$ cat src/design/bpac_pkg.sv
// Package: constants and types for the breakpoint address compare block
package bpac_pkg;
    localparam int ADDR_W = 12;
    localparam int DATA_W = 32;
    // Register byte offsets
    localparam logic [ADDR_W-1:0] OFF_CTRL   = 12'h000;
    localparam logic [ADDR_W-1:0] OFF_MODE   = 12'h004;
    localparam logic [ADDR_W-1:0] OFF_COMPA  = 12'h008;
    localparam logic [ADDR_W-1:0] OFF_COMPB  = 12'h00C;
    localparam logic [ADDR_W-1:0] OFF_STATUS = 12'h010;
    localparam logic [ADDR_W-1:0] OFF_CLEAR  = 12'h014;
    localparam logic [ADDR_W-1:0] OFF_ENABLE = 12'h018;
    localparam logic [ADDR_W-1:0] OFF_DATA   = 12'h01C;
    // Control register fields
    localparam int CTRL_A_MASK_HI = 7;
    localparam int CTRL_A_MASK_LO = 6;
    localparam int CTRL_B_MASK_HI = 5;
    localparam int CTRL_B_MASK_LO = 4;
    localparam int CTRL_DIR_EN    = 3;
    localparam int CTRL_DIR_VAL   = 2;
    localparam logic [7:0] CTRL_RESET = 8'h00;
    // Comparator word: page[21:16], high[15:8], low[7:0]
    localparam int PAGE_LSB = 16;
    localparam int PAGE_W   = 6;
    localparam int PAGE_ADDR_LSB = 14;
    // Status bits
    localparam int ST_A = 0;
    localparam int ST_B = 1;
    localparam int ST_W = 2;
    localparam logic [1:0] RESP_OKAY   = 2'h0;
    localparam logic [1:0] RESP_SLVERR = 2'h2;
    typedef enum logic [1:0] {BPAC_MODE_OFF, BPAC_MODE_DUAL, BPAC_MODE_FULL} bpac_mode_t;
endpackage : bpac_pkg

$ cat src/design/bpac_cmp_if.sv
// Interface: settings and match result of one address comparator
`timescale 1ns/1ps
interface bpac_cmp_if;
    logic [21:0] ref_word;
    logic        mask_hi;
    logic        mask_lo;
    logic        masks_on;
    logic        hit;
    modport ctrl (output ref_word, output mask_hi, output mask_lo, output masks_on, input hit);
    modport cmp  (input ref_word, input mask_hi, input mask_lo, input masks_on, output hit);
endinterface : bpac_cmp_if

$ cat src/design/bpac_addr_cmp.sv
// Address comparator with byte masking and page extension
`timescale 1ns/1ps
module bpac_addr_cmp (
    bpac_cmp_if.cmp    c,
    input  wire logic [15:0] cpu_addr,
    input  wire logic [5:0]  page,
    input  wire logic        page_sel
);
    import bpac_pkg::*;
    logic hi_on;
    logic lo_on;
    logic pg_eq;
    logic hi_eq;
    logic lo_eq;
    always_comb begin
        // Masks only honoured in dual/full; 1:0 forced to full compare
        hi_on = !(c.masks_on && c.mask_hi && c.mask_lo);
        lo_on = !(c.masks_on && c.mask_lo);
        pg_eq = c.ref_word[PAGE_LSB +: PAGE_W] == page;
        lo_eq = c.ref_word[7:0] == cpu_addr[7:0];
        if (page_sel)
            hi_eq = c.ref_word[13:8] == cpu_addr[13:8];
        else
            hi_eq = c.ref_word[15:8] == cpu_addr[15:8];
        if (c.masks_on && c.mask_hi && c.mask_lo)
            c.hit = page_sel && pg_eq;
        else
            c.hit = (!page_sel || pg_eq) && (!hi_on || hi_eq) && (!lo_on || lo_eq);
    end
endmodule : bpac_addr_cmp

$ cat src/design/bpac_top.sv
// Top: breakpoint address compare with AXI4-Lite register access
//
// Our own choices: the register offsets and register access over AXI4-Lite.
`timescale 1ns/1ps
// Contract
// - In dual or full mode bits 7:6 mask the high and/or low byte of comparator A.
// - A with mask x:0 and a page selected compares page bits plus address 13:0.
// - A with mask x:0 and no page compares address 15:0.
// - A mask 1:0 compares all lines, ignoring the high mask bit.
// - A mask 1:1 matches any access to the page, only during page accesses.
// - In dual mode bits 5:4 mask the high and/or low byte of comparator B.
// - B with mask x:0 and a page selected compares page bits plus address 13:0.
// - B with mask x:0 and no page compares address 15:0.
// - B mask 1:0 compares all lines, ignoring its high mask bit.
// - B mask 1:1 matches any access to the page, only during page accesses.
// - In full mode bits 5:4 mask the high and/or low byte of the data value.
// - Bit 3 includes the bus direction in comparator A matching.
// - Bit 2 picks write (0) or read (1) for A, unused when bit 3 is clear.
module bpac_top (
    input  wire logic                   aclk,
    input  wire logic                   aresetn,
    input  wire logic [15:0]            cpu_addr,
    input  wire logic [5:0]             cpu_page,
    input  wire logic                   cpu_page_sel,
    input  wire logic                   cpu_read,
    input  wire logic [15:0]            cpu_data,
    input  wire logic                   cpu_valid,
    output logic                        irq,
    output logic                        hit_a,
    output logic                        hit_b,
    input  wire logic [bpac_pkg::ADDR_W-1:0] s_awaddr,
    input  wire logic                   s_awvalid,
    output logic                        s_awready,
    input  wire logic [bpac_pkg::DATA_W-1:0] s_wdata,
    input  wire logic [3:0]             s_wstrb,
    input  wire logic                   s_wvalid,
    output logic                        s_wready,
    output logic [1:0]                  s_bresp,
    output logic                        s_bvalid,
    input  wire logic                   s_bready,
    input  wire logic [bpac_pkg::ADDR_W-1:0] s_araddr,
    input  wire logic                   s_arvalid,
    output logic                        s_arready,
    output logic [bpac_pkg::DATA_W-1:0] s_rdata,
    output logic [1:0]                  s_rresp,
    output logic                        s_rvalid,
    input  wire logic                   s_rready
);
    import bpac_pkg::*;

    logic [7:0]        ctrl_q;
    bpac_mode_t        mode_q;
    logic [21:0]       comp_a_q;
    logic [21:0]       comp_b_q;
    logic [15:0]       data_q;
    logic [ST_W-1:0]   status_q;
    logic [ST_W-1:0]   enable_q;
    logic [ADDR_W-1:0] aw_q;
    logic [DATA_W-1:0] w_q;
    logic [3:0]        ws_q;
    logic              aw_have_q;
    logic              w_have_q;
    logic              wr_go;
    logic              wr_ok;
    logic [ST_W-1:0]   clr_d;
    logic              dir_ok;
    logic              data_ok;
    logic              ev_a;
    logic              ev_b;
    logic [DATA_W-1:0] rd_d;
    logic              rd_ok;

    bpac_cmp_if ca ();
    bpac_cmp_if cb ();

    assign ca.ref_word = comp_a_q;
    assign ca.mask_hi  = ctrl_q[CTRL_A_MASK_HI];
    assign ca.mask_lo  = ctrl_q[CTRL_A_MASK_LO];
    assign ca.masks_on = mode_q != BPAC_MODE_OFF;
    assign cb.ref_word = comp_b_q;
    assign cb.mask_hi  = ctrl_q[CTRL_B_MASK_HI];
    assign cb.mask_lo  = ctrl_q[CTRL_B_MASK_LO];
    assign cb.masks_on = mode_q == BPAC_MODE_DUAL;

    bpac_addr_cmp u_cmp_a (
        .c        (ca.cmp),
        .cpu_addr (cpu_addr),
        .page     (cpu_page),
        .page_sel (cpu_page_sel)
    );
    bpac_addr_cmp u_cmp_b (
        .c        (cb.cmp),
        .cpu_addr (cpu_addr),
        .page     (cpu_page),
        .page_sel (cpu_page_sel)
    );

    // Direction qualifier for comparator A
    assign dir_ok = !ctrl_q[CTRL_DIR_EN] || (ctrl_q[CTRL_DIR_VAL] == cpu_read);

    // Full mode: bits 5:4 mask data bytes instead of address B
    always_comb begin
        data_ok = 1'b1;
        if (mode_q == BPAC_MODE_FULL) begin
            if (!ctrl_q[CTRL_B_MASK_HI] && data_q[15:8] != cpu_data[15:8])
                data_ok = 1'b0;
            if (!ctrl_q[CTRL_B_MASK_LO] && data_q[7:0] != cpu_data[7:0])
                data_ok = 1'b0;
        end
    end

    assign ev_a = cpu_valid && mode_q != BPAC_MODE_OFF && ca.hit && dir_ok
                  && (mode_q != BPAC_MODE_FULL || data_ok);
    assign ev_b = cpu_valid && mode_q == BPAC_MODE_DUAL && cb.hit;

    always_ff @(posedge aclk) begin
        if (!aresetn) begin
            hit_a <= 1'b0;
            hit_b <= 1'b0;
        end else begin
            hit_a <= ev_a;
            hit_b <= ev_b;
        end
    end

    // Write channel capture, either order
    assign wr_go = aw_have_q && w_have_q && !s_bvalid;
    assign wr_ok = aw_q == OFF_CTRL || aw_q == OFF_MODE || aw_q == OFF_COMPA
                   || aw_q == OFF_COMPB || aw_q == OFF_CLEAR || aw_q == OFF_ENABLE
                   || aw_q == OFF_DATA || aw_q == OFF_STATUS;

    always_ff @(posedge aclk) begin
        if (!aresetn) begin
            aw_have_q <= 1'b0;
            w_have_q  <= 1'b0;
            aw_q      <= '0;
            w_q       <= '0;
            ws_q      <= 4'h0;
            s_awready <= 1'b0;
            s_wready  <= 1'b0;
            s_bvalid  <= 1'b0;
            s_bresp   <= RESP_OKAY;
        end else begin
            s_awready <= !aw_have_q && !(s_awvalid && s_awready);
            s_wready  <= !w_have_q && !(s_wvalid && s_wready);
            if (s_awvalid && s_awready) begin
                aw_have_q <= 1'b1;
                aw_q      <= s_awaddr;
            end
            if (s_wvalid && s_wready) begin
                w_have_q <= 1'b1;
                w_q      <= s_wdata;
                ws_q     <= s_wstrb;
            end
            if (wr_go) begin
                aw_have_q <= 1'b0;
                w_have_q  <= 1'b0;
                s_bvalid  <= 1'b1;
                s_bresp   <= wr_ok ? RESP_OKAY : RESP_SLVERR;
            end else if (s_bvalid && s_bready) begin
                s_bvalid <= 1'b0;
            end
        end
    end

    // Register writes; lane 0 covers control fields
    always_ff @(posedge aclk) begin
        if (!aresetn) begin
            ctrl_q   <= CTRL_RESET;
            mode_q   <= BPAC_MODE_OFF;
            comp_a_q <= '0;
            comp_b_q <= '0;
            data_q   <= 16'h0000;
            enable_q <= '0;
        end else if (wr_go) begin
            if (aw_q == OFF_CTRL && ws_q[0])
                ctrl_q <= w_q[7:0];
            else if (aw_q == OFF_MODE && ws_q[0])
                mode_q <= (w_q[1:0] == 2'h3) ? BPAC_MODE_OFF : bpac_mode_t'(w_q[1:0]);
            else if (aw_q == OFF_COMPA) begin
                // Lane 2 carries only the six page bits
                if (ws_q[0])
                    comp_a_q[7:0] <= w_q[7:0];
                if (ws_q[1])
                    comp_a_q[15:8] <= w_q[15:8];
                if (ws_q[2])
                    comp_a_q[21:16] <= w_q[21:16];
            end else if (aw_q == OFF_COMPB) begin
                if (ws_q[0])
                    comp_b_q[7:0] <= w_q[7:0];
                if (ws_q[1])
                    comp_b_q[15:8] <= w_q[15:8];
                if (ws_q[2])
                    comp_b_q[21:16] <= w_q[21:16];
            end
            else if (aw_q == OFF_DATA && ws_q[1:0] == 2'h3)
                data_q <= w_q[15:0];
            else if (aw_q == OFF_ENABLE && ws_q[0])
                enable_q <= w_q[ST_W-1:0];
        end
    end

    // Sticky status; a new hit wins over a clear in the same cycle
    assign clr_d = (wr_go && aw_q == OFF_CLEAR && ws_q[0]) ? w_q[ST_W-1:0] : '0;
    always_ff @(posedge aclk) begin
        if (!aresetn) begin
            status_q <= '0;
            irq      <= 1'b0;
        end else begin
            status_q <= (status_q & ~clr_d) | {ev_b, ev_a};
            irq      <= |(((status_q & ~clr_d) | {ev_b, ev_a}) & enable_q);
        end
    end

    // Read channel
    always_comb begin
        rd_d  = '0;
        rd_ok = 1'b1;
        if (s_araddr == OFF_CTRL)
            rd_d[7:0] = ctrl_q;
        else if (s_araddr == OFF_MODE)
            rd_d[1:0] = mode_q;
        else if (s_araddr == OFF_COMPA)
            rd_d[21:0] = comp_a_q;
        else if (s_araddr == OFF_COMPB)
            rd_d[21:0] = comp_b_q;
        else if (s_araddr == OFF_STATUS)
            rd_d[ST_W-1:0] = status_q;
        else if (s_araddr == OFF_ENABLE)
            rd_d[ST_W-1:0] = enable_q;
        else if (s_araddr == OFF_DATA)
            rd_d[15:0] = data_q;
        else if (s_araddr != OFF_CLEAR)
            rd_ok = 1'b0;
    end

    always_ff @(posedge aclk) begin
        if (!aresetn) begin
            s_arready <= 1'b0;
            s_rvalid  <= 1'b0;
            s_rdata   <= '0;
            s_rresp   <= RESP_OKAY;
        end else begin
            s_arready <= !s_rvalid && !(s_arvalid && s_arready);
            if (s_arvalid && s_arready) begin
                s_rvalid <= 1'b1;
                s_rdata  <= rd_d;
                s_rresp  <= rd_ok ? RESP_OKAY : RESP_SLVERR;
            end else if (s_rvalid && s_rready) begin
                s_rvalid <= 1'b0;
            end
        end
    end

    // Checks
    page_mask_a: assert property (@(posedge aclk) disable iff (!aresetn)
        mode_q == BPAC_MODE_DUAL && ctrl_q[7:6] == 2'h3 && cpu_valid && !cpu_page_sel
        |=> !hit_a) else $error("page-only match without page access");
    dir_qual_a: assert property (@(posedge aclk) disable iff (!aresetn)
        ctrl_q[CTRL_DIR_EN] && ctrl_q[CTRL_DIR_VAL] != cpu_read |=> !hit_a)
        else $error("direction qualifier ignored");
    full_cmp_a: assert property (@(posedge aclk) disable iff (!aresetn)
        mode_q == BPAC_MODE_DUAL && !ctrl_q[6] && cpu_valid && !cpu_page_sel
        && !ctrl_q[CTRL_DIR_EN] && cpu_addr == comp_a_q[15:0] |=> hit_a)
        else $error("16-bit match missed");
    low_mask_a: assert property (@(posedge aclk) disable iff (!aresetn)
        mode_q == BPAC_MODE_DUAL && ctrl_q[7:6] == 2'h1 && cpu_valid && !cpu_page_sel
        && cpu_addr[15:8] != comp_a_q[15:8] |=> !hit_a)
        else $error("low mask dropped high byte");
    comp_b_off_a: assert property (@(posedge aclk) disable iff (!aresetn)
        mode_q != BPAC_MODE_DUAL |=> !hit_b) else $error("comparator B outside dual");
    page_cmp_b_a: assert property (@(posedge aclk) disable iff (!aresetn)
        cpu_page_sel && cpu_page != comp_b_q[21:16] |=> !hit_b)
        else $error("page bits ignored on B");
    status_sticky_a: assert property (@(posedge aclk) disable iff (!aresetn)
        hit_a |-> status_q[ST_A]) else $error("status lost a hit");
    irq_level_a: assert property (@(posedge aclk) disable iff (!aresetn)
        $rose(status_q[ST_A]) && enable_q[ST_A] && $stable(enable_q) |-> ##[0:1] irq)
        else $error("interrupt not raised");

    // Off mode silences both comparators whatever the masks say
    mode_off_a: assert property (@(posedge aclk) disable iff (!aresetn)
        mode_q == BPAC_MODE_OFF |=> !hit_a && !hit_b)
        else $error("hit while compare is off");
    idle_bus_a: assert property (@(posedge aclk) disable iff (!aresetn)
        !cpu_valid |=> !hit_a && !hit_b)
        else $error("hit without a bus cycle");
    page_only_a: assert property (@(posedge aclk) disable iff (!aresetn)
        mode_q == BPAC_MODE_DUAL && ctrl_q[7:6] == 2'h3 && cpu_valid && cpu_page_sel
        && cpu_page == comp_a_q[21:16] && !ctrl_q[CTRL_DIR_EN] |=> hit_a)
        else $error("page match missed on A");
    page_full_a: assert property (@(posedge aclk) disable iff (!aresetn)
        mode_q == BPAC_MODE_DUAL && !ctrl_q[6] && cpu_valid && cpu_page_sel
        && cpu_page == comp_a_q[21:16] && cpu_addr[13:0] == comp_a_q[13:0]
        && !ctrl_q[CTRL_DIR_EN] |=> hit_a)
        else $error("20-bit match missed on A");
    high_kept_a: assert property (@(posedge aclk) disable iff (!aresetn)
        mode_q == BPAC_MODE_DUAL && ctrl_q[7:6] == 2'h2 && cpu_valid && !cpu_page_sel
        && cpu_addr[15:8] != comp_a_q[15:8] |=> !hit_a)
        else $error("high mask honoured on A");
    full_cmp_b_a: assert property (@(posedge aclk) disable iff (!aresetn)
        mode_q == BPAC_MODE_DUAL && !ctrl_q[4] && cpu_valid && !cpu_page_sel
        && cpu_addr == comp_b_q[15:0] |=> hit_b)
        else $error("16-bit match missed on B");
    high_kept_b_a: assert property (@(posedge aclk) disable iff (!aresetn)
        mode_q == BPAC_MODE_DUAL && ctrl_q[5:4] == 2'h2 && cpu_valid && !cpu_page_sel
        && cpu_addr[15:8] != comp_b_q[15:8] |=> !hit_b)
        else $error("high mask honoured on B");
    page_only_b_a: assert property (@(posedge aclk) disable iff (!aresetn)
        mode_q == BPAC_MODE_DUAL && ctrl_q[5:4] == 2'h3 && cpu_valid && cpu_page_sel
        && cpu_page == comp_b_q[21:16] |=> hit_b)
        else $error("page match missed on B");
    // Data low byte compared unless bit 4 masks it
    data_mask_a: assert property (@(posedge aclk) disable iff (!aresetn)
        mode_q == BPAC_MODE_FULL && !ctrl_q[CTRL_B_MASK_LO]
        && cpu_data[7:0] != data_q[7:0] |=> !hit_a)
        else $error("data mismatch ignored");
    dir_match_a: assert property (@(posedge aclk) disable iff (!aresetn)
        mode_q == BPAC_MODE_DUAL && ctrl_q[7:2] == 6'h03 && cpu_valid && !cpu_page_sel
        && cpu_read && cpu_addr == comp_a_q[15:0] |=> hit_a)
        else $error("read match missed");

    // Bus answers stand until taken
    bvalid_hold_a: assert property (@(posedge aclk) disable iff (!aresetn)
        s_bvalid && !s_bready |=> s_bvalid && $stable(s_bresp))
        else $error("write response dropped");
    rvalid_hold_a: assert property (@(posedge aclk) disable iff (!aresetn)
        s_rvalid && !s_rready |=> s_rvalid && $stable(s_rdata))
        else $error("read data dropped");
    aw_take_a: assert property (@(posedge aclk) disable iff (!aresetn)
        s_awvalid && s_awready |=> !s_awready)
        else $error("second address taken");
    w_take_a: assert property (@(posedge aclk) disable iff (!aresetn)
        s_wvalid && s_wready |=> !s_wready)
        else $error("second data taken");
    ar_take_a: assert property (@(posedge aclk) disable iff (!aresetn)
        s_arvalid && s_arready |=> !s_arready)
        else $error("second read taken");
    // No disable here: reset itself is what is checked
    reset_quiet_a: assert property (@(posedge aclk)
        !aresetn |=> !s_awready && !s_arready && !irq && !hit_a && !hit_b)
        else $error("outputs active after reset");
endmodule : bpac_top

$ cat config.mk
export PLATFORM = sky130hd
export DESIGN_NAME = bpac_top
export DESIGN_NICKNAME = d
export VERILOG_FILES = /design/src/design/bpac_pkg.sv /design/src/design/bpac_cmp_if.sv /design/src/design/bpac_addr_cmp.sv /design/src/design/bpac_top.sv
export SDC_FILE = /design/constraint.sdc
export NUM_CORES = 1
export LEC_CHECK = 0
export BUFFER_PORTS_ARGS = -buffer_cell sky130_fd_sc_hd__buf_4
export CAP_MARGIN = 5
export CORE_MARGIN = 3
export CORE_UTILIZATION = 53
export CTS_BUF_LIST = sky130_fd_sc_hd__clkbuf_8
export DETAILED_ROUTE_END_ITERATION = 10
export GPL_TIMING_DRIVEN = 0
export HOLD_SLACK_MARGIN = 0.15
export PLACE_DENSITY_LB_ADDON = 0.1
export SLEW_MARGIN = 20
export SYNTH_ARGS = -nofsm -noshare
export SYNTH_HDL_FRONTEND = slang
export SYNTH_HIERARCHICAL = 1
export SYNTH_SLANG_ARGS = --single-unit
$ cat constraint.sdc
create_clock -name aclk -period 2 [get_ports aclk]
set_input_delay 0.2 -clock aclk [delete_from_list [all_inputs] [get_ports aclk]]
set_output_delay 0.2 -clock aclk [all_outputs]
set_load 0.05 [all_outputs]
== Yosys cells after proc, flatten, opt, wreduce, memory -nomap -nowiden ==
Index checks and enable logic that the tools add are counted.

* Output and inout bits: 44
* Bits in registers: 147

* Reductions and logical operators: 79
* Equality and inequality tests: 30
* Multiplexer cells: 35
* Bitwise logic cells: 10

{| class="wikitable"
|+ Operator list
! kind !! count
|-
| 12-bit by 5-bit equality test with 1-bit output, second input constant || 7
|-
| 12-bit by 4-bit equality test with 1-bit output, second input constant || 4
|-
| 14-bit 2-to-1 mux || 3
|-
| 1-bit logical AND || 36
|-
| 8-bit equality test || 4
|-
| 16-bit 2-to-1 mux || 2
|-
| 12-bit by 3-bit equality test with 1-bit output, second input constant || 2
|-
| 6-bit equality test || 4
|-
| 12-bit logical NOT || 2
|-
| 6-bit AND reduction || 4
|-
| 22-bit 2-to-1 mux || 1
|-
| 20-bit 2-to-1 mux || 1
|-
| 1-bit 2-to-1 mux || 19
|-
| 8-bit inequality test || 2
|-
| 1-bit logical OR || 15
|-
| 5-bit AND reduction || 3
|-
| 2-bit 2-to-1 mux || 7
|-
| 12-bit by 5-bit inequality test with 1-bit output, second input constant || 1
|-
| 1-bit logical NOT || 11
|-
| 8-bit 2-to-1 mux || 1
|-
| 7-bit AND reduction || 1
|-
| 2-bit equality test, second input constant || 3
|-
| 6-bit 2-to-1 mux || 1
|-
| 1-bit inverter || 6
|-
| other kinds (10) || 14
|}

== Logic depth before layout (Yosys ltp) ==
Gate-level depths: netlist (run 1).

* Word-level depth: 13
* Depth in mapped cells: 9
* Mapped depth without buffers: 9

== Modules after synthesis ==
The synthesis (run 1) kept the hierarchy.

{| class="wikitable"
|+ By module, submodules not included
! module !! cells an instance !! seq. area each (µm²) !! area each (µm²) !! instances
|-
| bpac_top || 680 || 2902.8 || 6262.3 || 1
|-
| bpac_addr_cmp || 34 || 0.0 || 270.3 || 2
|}

== Least setup slack after synthesis (run 1) ==
Ideal clock, no wire load.

* Path type: reg2reg
* Start: reg s_arready
* End: reg s_rdata[16] in the netlist's numbering
* Data arrival time: 1.893 ns
* Library setup time: 0.058 ns
* Path buffers: 1
* Stages on the path, launching flop included: 6
* Setup slack: 0.049 ns
* Cell sequence: dfxtp_1 > and2_1 > clkbuf_1 > o311ai_2 > nor4_2 > a21o_1

* Cells in the longest elaborated chain, start to end: 1

{| class="wikitable"
|+ Ends and longest elaborated chain
! item !! RTL line !! RTL
|-
| from (decl) || bpac_top.sv:43 || <nowiki>output logic s_arready,</nowiki>
|-
| from (signal assigned) || bpac_top.sv:244 || <nowiki>s_arready <= !s_rvalid && !(s_arvalid && s_arready);</nowiki>
|-
| 1-bit logical AND || bpac_top.sv:245 || <nowiki>if (s_arvalid && s_arready) begin</nowiki>
|-
| to (signal assigned) || bpac_top.sv:247 || <nowiki>s_rdata <= rd_d;</nowiki>
|-
| to (decl) || bpac_top.sv:44 || <nowiki>output logic [bpac_pkg::DATA_W-1:0] s_rdata,</nowiki>
|}

No other way between the ends.
A chain may end at the register's enable or synchronous reset.

== Worst setup path in the final report (run 1) ==
* Start: reg mode_q[1]
* End: reg status_q[0]

* Cells in the longest elaborated chain, start to end: 11
* Elaborated cells between the ends (all ways): 18

{| class="wikitable"
|+ Ends and longest elaborated chain
! item !! RTL line !! RTL
|-
| from (decl) || bpac_top.sv:52 || <nowiki>bpac_mode_t mode_q;</nowiki>
|-
| from (signal assigned) || bpac_top.sv:179 || <nowiki>mode_q <= (w_q[1:0] == 2'h3) ? BPAC_MODE_OFF : bpac_mode_t'(w_q[1:0]);</nowiki>
|-
| 2-bit nonzero test * || bpac_top.sv:79 || <nowiki>assign ca.masks_on = mode_q != BPAC_MODE_OFF;</nowiki>
|-
| net ca.masks_on || bpac_cmp_if.sv:7 || <nowiki>logic masks_on;</nowiki>
|-
| 1-bit logical AND (2 in series) || bpac_addr_cmp.sv:17, bpac_addr_cmp.sv:25 ||
|-
| 1-bit logical OR || bpac_addr_cmp.sv:28 || <nowiki>c.hit = (!page_sel || pg_eq) && (!hi_on || hi_eq) && (!lo_on || lo_eq);</nowiki>
|-
| 1-bit logical AND (2 in series) || bpac_addr_cmp.sv:28 ||
|-
| 1-bit 2-to-1 mux * || bpac_addr_cmp.sv:25 || <nowiki>if (c.masks_on && c.mask_hi && c.mask_lo)</nowiki>
|-
| net ca.hit || bpac_cmp_if.sv:8 || <nowiki>logic hit;</nowiki>
|-
| 1-bit logical AND * (2 in series) || bpac_top.sv:112 || <nowiki>assign ev_a = cpu_valid && mode_q != BPAC_MODE_OFF && ca.hit && dir_ok</nowiki>
|-
| 1-bit logical AND * || bpac_top.sv:113 || <nowiki>&& (mode_q != BPAC_MODE_FULL || data_ok);</nowiki>
|-
| 2-bit OR * || bpac_top.sv:210 || <nowiki>status_q <= (status_q & ~clr_d) | {ev_b, ev_a};</nowiki>
|-
| to (signal assigned) || bpac_top.sv:210 ||
|-
| to (decl) || bpac_top.sv:56 || <nowiki>logic [ST_W-1:0] status_q;</nowiki>
|}

Mark *: on every way through the listed nets, which the timed path passes. The rest lies on a longest branch.

==> results of run 1 <==
==> what timing repair did <==
item	4_1_cts	5_1_grt
pin swaps	5	10
setup buffers	6	5
hold buffers	42	0
hold endpoints to repair	40	0
resized for setup	12	27
endpoints found under the setup margin	11	66
==> cell usage in the layout, fill, tap and decap left out, types with 16 or more instances in the layout <==
cell	n
o21ai_0	31
buf_4	152
nor2b_1	33
nand3_1	17
mux2i_1	60
clkbuf_1	26
xor2_1	44
nor2_1	20
a21boi_0	38
nand2_1	134
dfxtp_1	142
clkbuf_8	19
dlygate4sd3_1	42
a21oi_1	18
xnor2_1	16
==> sequential cells by signal (all words and copies together) (netlist names) <==
name and cells:
enable_q 2, hit_a 1, ws_q 3, ca.ref_word 22
s_rvalid 1, irq 1, aw_q 12, s_rdata 22
hit_b 1, aw_have_q 1, s_rresp 1, ctrl_q 8
s_arready 1, s_bresp 1, w_q 22, cb.ref_word 22
status_q 2, s_wready 1, s_bvalid 1, s_awready 1
mode_q 2, data_q 16, w_have_q 1
==> routing by layer <==
metal  vias up  routed length (µm)  global-route usage, %
met5         -                   0                      0
met4         0                 603                   10.1
met3        49                1430                   5.70
met2       257                9810                   48.7
met1      2963                8600                   35.1
li1       2987                   -                      -
==> stage by stage <==
| step | total power, mW | setup TNS (ns) | worst slack [ns] | std cells | hold WS, ns |
|---|---|---|---|---|---|
| after floorplan | 3.42 | 0 | 0.0490 | 759 | 0.345 |
| after global placement | 3.70 | -2.21 | -0.290 | 1053 | 0.427 |
| after detailed placement | 3.72 | -2.67 | -0.325 | 1053 | 0.440 |
| after CTS | 6.24 | -0.0138 | -0.0138 | 1132 | 0.182 |
| after global routing | 6.44 | -0.187 | -0.0451 | 1136 | 0.234 |
| final | 6.24 | -0.0243 | -0.0239 | 1136 | 0.205 |
==> layout make-up <==
type | instances | area [µm²] | share of cell area, %
multi-input combinational | 552 | 3760 | 41.4
sequential | 145 | 2910 | 32.0
tap | 168 | 210 | 2.31
inverter | 5 | 18.8 | 0.206
clock buffer | 19 | 262 | 2.88
timing repair buffer | 179 | 1460 | 16.1
buffer | 56 | 304 | 3.34
clock inverter | 12 | 165 | 1.82
==> where the power goes <==
group,internal [mW],total (mW),switching (mW)
sequential,2.94,2.98,0.0431
combinational,0.339,0.763,0.424
clock,1.40,2.50,1.09
==> logic make-up after synthesis <==
kind of cell | after synthesis | share of synthesized area [%]
simple gates | 274 | 20.8
flops | 145 | 42.7
compound gates | 139 | 14.3
mux | 66 | 9.82
buf+inv | 62 | 4.54
xor+xnor | 61 | 7.85
other cells | 1 | 0.0551
==> critical path: cells and delay by family (launching register included) <==
family	cells	cell delay, ns
AO/OA/AOI/OAI	3	0.45
flip-flops	1	0.35
AND/OR/NAND/NOR	6	1.17
==> final timing paths <==
kind	start	to	cells past startpoint
min reg2reg	s_rvalid	s_arready	1
max reg2reg	mode_q[1]	status_q[0]	9
max	mode_q[1]	status_q[0]	9
min	s_wvalid	w_q[2]	4
==> results.yml, run 1 <==
status:
  status: "finished, violations left"
  violations: "negative setup slack"
critical_path:
  endpoint_kind: "flop"
  cp_max_fo: 2
  crit_path_max_incr_delay_ns: 0.35
  crit_path_cell_trace: "or2_4 -> and3_4 -> nor4_4 -> a31oi_1 -> a21oi_1 -> nand4_1 -> a21oi_2 -> and3_4 -> nand2b_4"
  cp_slowest_cell: "dfxtp_4"
  required_ns: 2.38
  path_class: "flop to flop"
  r2r_slack_ns: -0.02
  crit_arrival_ns: 2.41
  startpoint_type: "flop"
  cp_common_cell: "and3_4"
logic_synthesis:
  ys_top_cells_by_count: "dfxtp_1 (145), nand2_1 (134), mux2i_1 (60), xor2_1 (45), a21boi_0 (38)"
  synth_top_flop_cell: "dfxtp_1"
  synth_edf_count: 0
  synthMostInstantiatedCell: "dfxtp_1"
  yosysSeqAreaShare_pct: 42.7
  yosysWarnings: 6
  synth_area_leaders: "dfxtp_1 (43%), mux2i_1 (8.8%), nand2_1 (7.4%), xor2_1 (5.8%), a21boi_0 (4.2%)"
  netlist_area_mm2: 0.00680
  yosysUniqueCellTypes: 54
  yosysTopAreaCell: "dfxtp_1"
  syn_inst: 748
  async_flop_share_pct: 0
  synth_top_area_share_pct: 42.7
  synth_area_per_cell_um2: 9.09
  ys_seq_elements: 145
routing:
  wire_per_inst_um: 18.0
  final_antenna_net_count: 0
  drt-total-wl_mm: 20.4
  drcViolationCount: 0
  dr.pass1.iters: 5
  vias: 6256
  drtIter0Drc: 482
  vias_per_cell: 5.51
timing:
  setup_ws_ns: -0.0239
  relSlewSlack_pct: 35.9
  final.min_clock_period_ns: 2.02
  worstMarginPinSlew_ns: 0.959
  hold_violations: 0
  drv_slew: 0
  layout_worst_path_cycle_share_pct: 101
  finClkSkew_ns: 0.00867
  rsz0062_at_grt: "yes"
  setup_viol_count_final: 2
  max_freq_ghz: 0.494
clocking:
  htreeDepth: 4
  cts_made_buffers: 17
  clock_sinks: 145
  clk_path_buf_depth: 2
  clk_pin_slew_ns: 0.08
  cts_tree: "yes"
  worstSkewPairLatency_ns: 0.45
  cts_root_buffer: "clkbuf_8"
layout:
  drive_gt1_share_pct: 24.7
  finish.utilization_pct: 74.1
  antennaDiodeCount: 0
  stdcell_area_mm2: 0.00909
  fin_nets: 1064
  n_fill_cell: 911
  area_delta_synth_final_pct: 33.6
global_routing:
  grt_pass1_wl_mm: 31.8
  grt.overflow.total: 0
  grt_max_degree: 17
  grt_use_total_pct: 28.3
  antenna_found_initial: 0
  grt_pass1_vias: 6255
placement:
  dp_hpwl_mm: 15.1
  port_buffers: 126
  gp_congestion: 0.827
  place_area_mm2: 0.00800
die:
  rows: 40
  initial_core_util_pct: 55.5
  die_y_um: 119
  boundaryPins: 152
  die_x_um: 119
  core-area_mm2: 0.0123
  die_area_mm2: 0.0142
job:
  maxCapViolCount: 0
power:
  leakage_nw: 3.70
  powerDensity_mw_per_mm2: 687
  ir_drop_mv: 0.472
hold_path:
  hp-class: "primary input to flop"
Note: power is estimated with default switching activity, not from simulation.
==> run 2, diff against run 1 <==
PLACE_DENSITY = 0.75   (was default)
PLACE_DENSITY_LB_ADDON = default   (was 0.1)
==> run 2 against run 1 <==
  * The run now ends clean
  * Final area is 0.94% lower
  * Register-to-register slack better by 0.06 ns
  * First-iteration DRC count is 14% higher
  * Sequential power hardly changed
  * Worst setup slack better by 0.056 ns
  * Sequential share of layout area is 0.32 points higher
  * Die area stayed put
  * Sequential cell count stayed put
  * Routed wire length is 2.0% lower
  * Fmax is 2.8% higher
  * Global-route usage is 0.12 points lower
  * Clock skew is 0.0022 ns lower
  * Largest cell class unchanged
==> results.yml, run 2 (synthesis gave the netlist of run 1 again) <==
layout:
  area_delta_synth_final_pct: 32.4
  multi_input_area_mm2: 0.00374
  final-seq-area_mm2: 0.00291
  fin_nets: 1060
  drive_gt1_share_pct: 23.8
  n_fill_cell: 894
  final_cell_mix: "buf_4 (151), dfxtp_1 (141), nand2_1 (134)"
  antennaDiodeCount: 0
  stdcell_count: 1133
  mostFrequentLayoutCell: "buf_4"
  finish.utilization_pct: 73.4
placement:
  dp_hpwl_mm: 14.8
  port_buffers: 126
  gp_congestion: 0.937
  place_inst: 1053
routing:
  vias: 6238
  final_antenna_net_count: 0
  vias_per_cell: 5.51
  wl_met1_mm: 8.27
  routed.top_layer: "met4"
  drtIter0Drc: 548
  drt-total-wl_mm: 20.0
  dr.pass1.iters: 5
  wl_met3_mm: 1.43
  wire_per_inst_um: 17.7
  wl_met2_mm: 9.86
  drcViolationCount: 0
timing:
  drv_slew: 0
  relSlewSlack_pct: 44.9
  rsz0062_at_grt: "yes"
  setup_viol_count_final: 0
  layout_worst_path_cycle_share_pct: 98.4
  tns_ns: 0
  worstMarginPinSlew_ns: 0.825
  max_freq_ghz: 0.508
  finClkSkew_ns: 0.00651
  hold_violations: 0
  final.min_clock_period_ns: 1.97
clocking:
  cts_made_buffers: 17
  clock_sinks: 145
  cts_tree: "yes"
  clk_path_buf_depth: 2
  htreeDepth: 4
  clk_pin_slew_ns: 0.08
  worstSkewPairLatency_ns: 0.46
  cts_root_buffer: "clkbuf_8"
global_routing:
  antenna_found_initial: 0
  grt_pass1_wl_mm: 31.7
  grt_pass1_vias: 6274
  grt.overflow.total: 0
  grt_max_degree: 17
  grt_use_total_pct: 28.2
die:
  boundaryPins: 152
  die_area_mm2: 0.0142
  rows: 40
  die_y_um: 119
  core-area_mm2: 0.0123
  initial_core_util_pct: 55.5
  die_x_um: 119
hold_path:
  hp-class: "primary input to flop"
critical_path:
  required_ns: 2.41
  crit_path_cell_trace: "xor2_1 -> nor4_2 -> nand4_1 -> a21oi_2 -> nand4_1 -> a21oi_2 -> and3_4 -> nand2b_1"
  path_class: "flop to flop"
  crit_arrival_ns: 2.37
  cp_max_fo: 3
  startpoint_type: "flop"
  endpoint_kind: "flop"
  cp_slowest_cell: "nor4_2"
  crit_path_max_incr_delay_ns: 0.40
power:
  leakage_nw: 3.66
  power_mw: 6.19
  ir_drop_mv: 0.528
  powerDensity_mw_per_mm2: 688
job:
  maxCapViolCount: 0
status:
  status: "complete, no violations"
==> run 2: cell count changes in the layout (fill, tap and decap cells not counted), moves of 2 or more <==
cell,before,now
clkbuf_8,19,21
clkbuf_1,26,29
buf_6,3,0
nor4_2,8,6
clkbuf_2,2,0
clkinv_2,5,7
==> run 2: per-stage QoR <==
step	setup slack, ns	cell area (µm²)	hold WS, ns
2_1_floorplan	0.0490	6840	0.345
3_3_place_gp	-0.201	8000	0.427
3_5_place_dp	-0.242	8000	0.436
4_1_cts	0.00152	8940	0.157
5_1_grt	-0.0579	9000	0.201
6_report	0.0320	9000	0.173
==> run 2: final timing paths <==
path	startpoint	to	slack (ns)	depth (start not counted)
setup / recovery	ca.ref_word[2]	status_q[0]	0.03	8
hold / removal	s_wvalid	w_q[2]	0.17	4
setup reg to reg	ca.ref_word[2]	status_q[0]	0.03	8
hold reg to reg	s_rvalid	s_arready	0.44	1
==> run 2: area by class of cell <==
cell class	count	area share [%]
timing repair buffer	175	15.8
inverter	5	0.208
clock inverter	11	1.49
multi-input combinational	552	41.5
sequential	145	32.3
tap	168	2.33
buffer	56	3.18
clock buffer	21	3.21
==> run 2: layer usage <==
layer	global-route usage, %	vias to the layer above
met5	0	-
met4	10.9	0
met3	5.79	38
met2	49.2	252
met1	34.0	2967
li1	-	2981
==> run 2: worst max-delay path, delay by kind of cell, from the launching register on <==
kind             cells  cell delay (ns)
AO/OA/AOI/OAI        2             0.34
XOR/XNOR             1             0.16
flip-flops           1             0.34
AND/OR/NAND/NOR      5             1.07
==> run 2: report_power, final <==
part           internal, mW  switching (mW)
clock                  1.35            1.10
combinational         0.338           0.420
sequential             2.94          0.0446
==> run 2: timing repair <==
item,CTS,global route
endpoints found under the setup margin,17,50
resized for setup,11,12
pin swaps,5,10
hold buffers,42,0
setup buffers,5,2
endpoints found under the hold margin,40,0
gates cloned,0,0
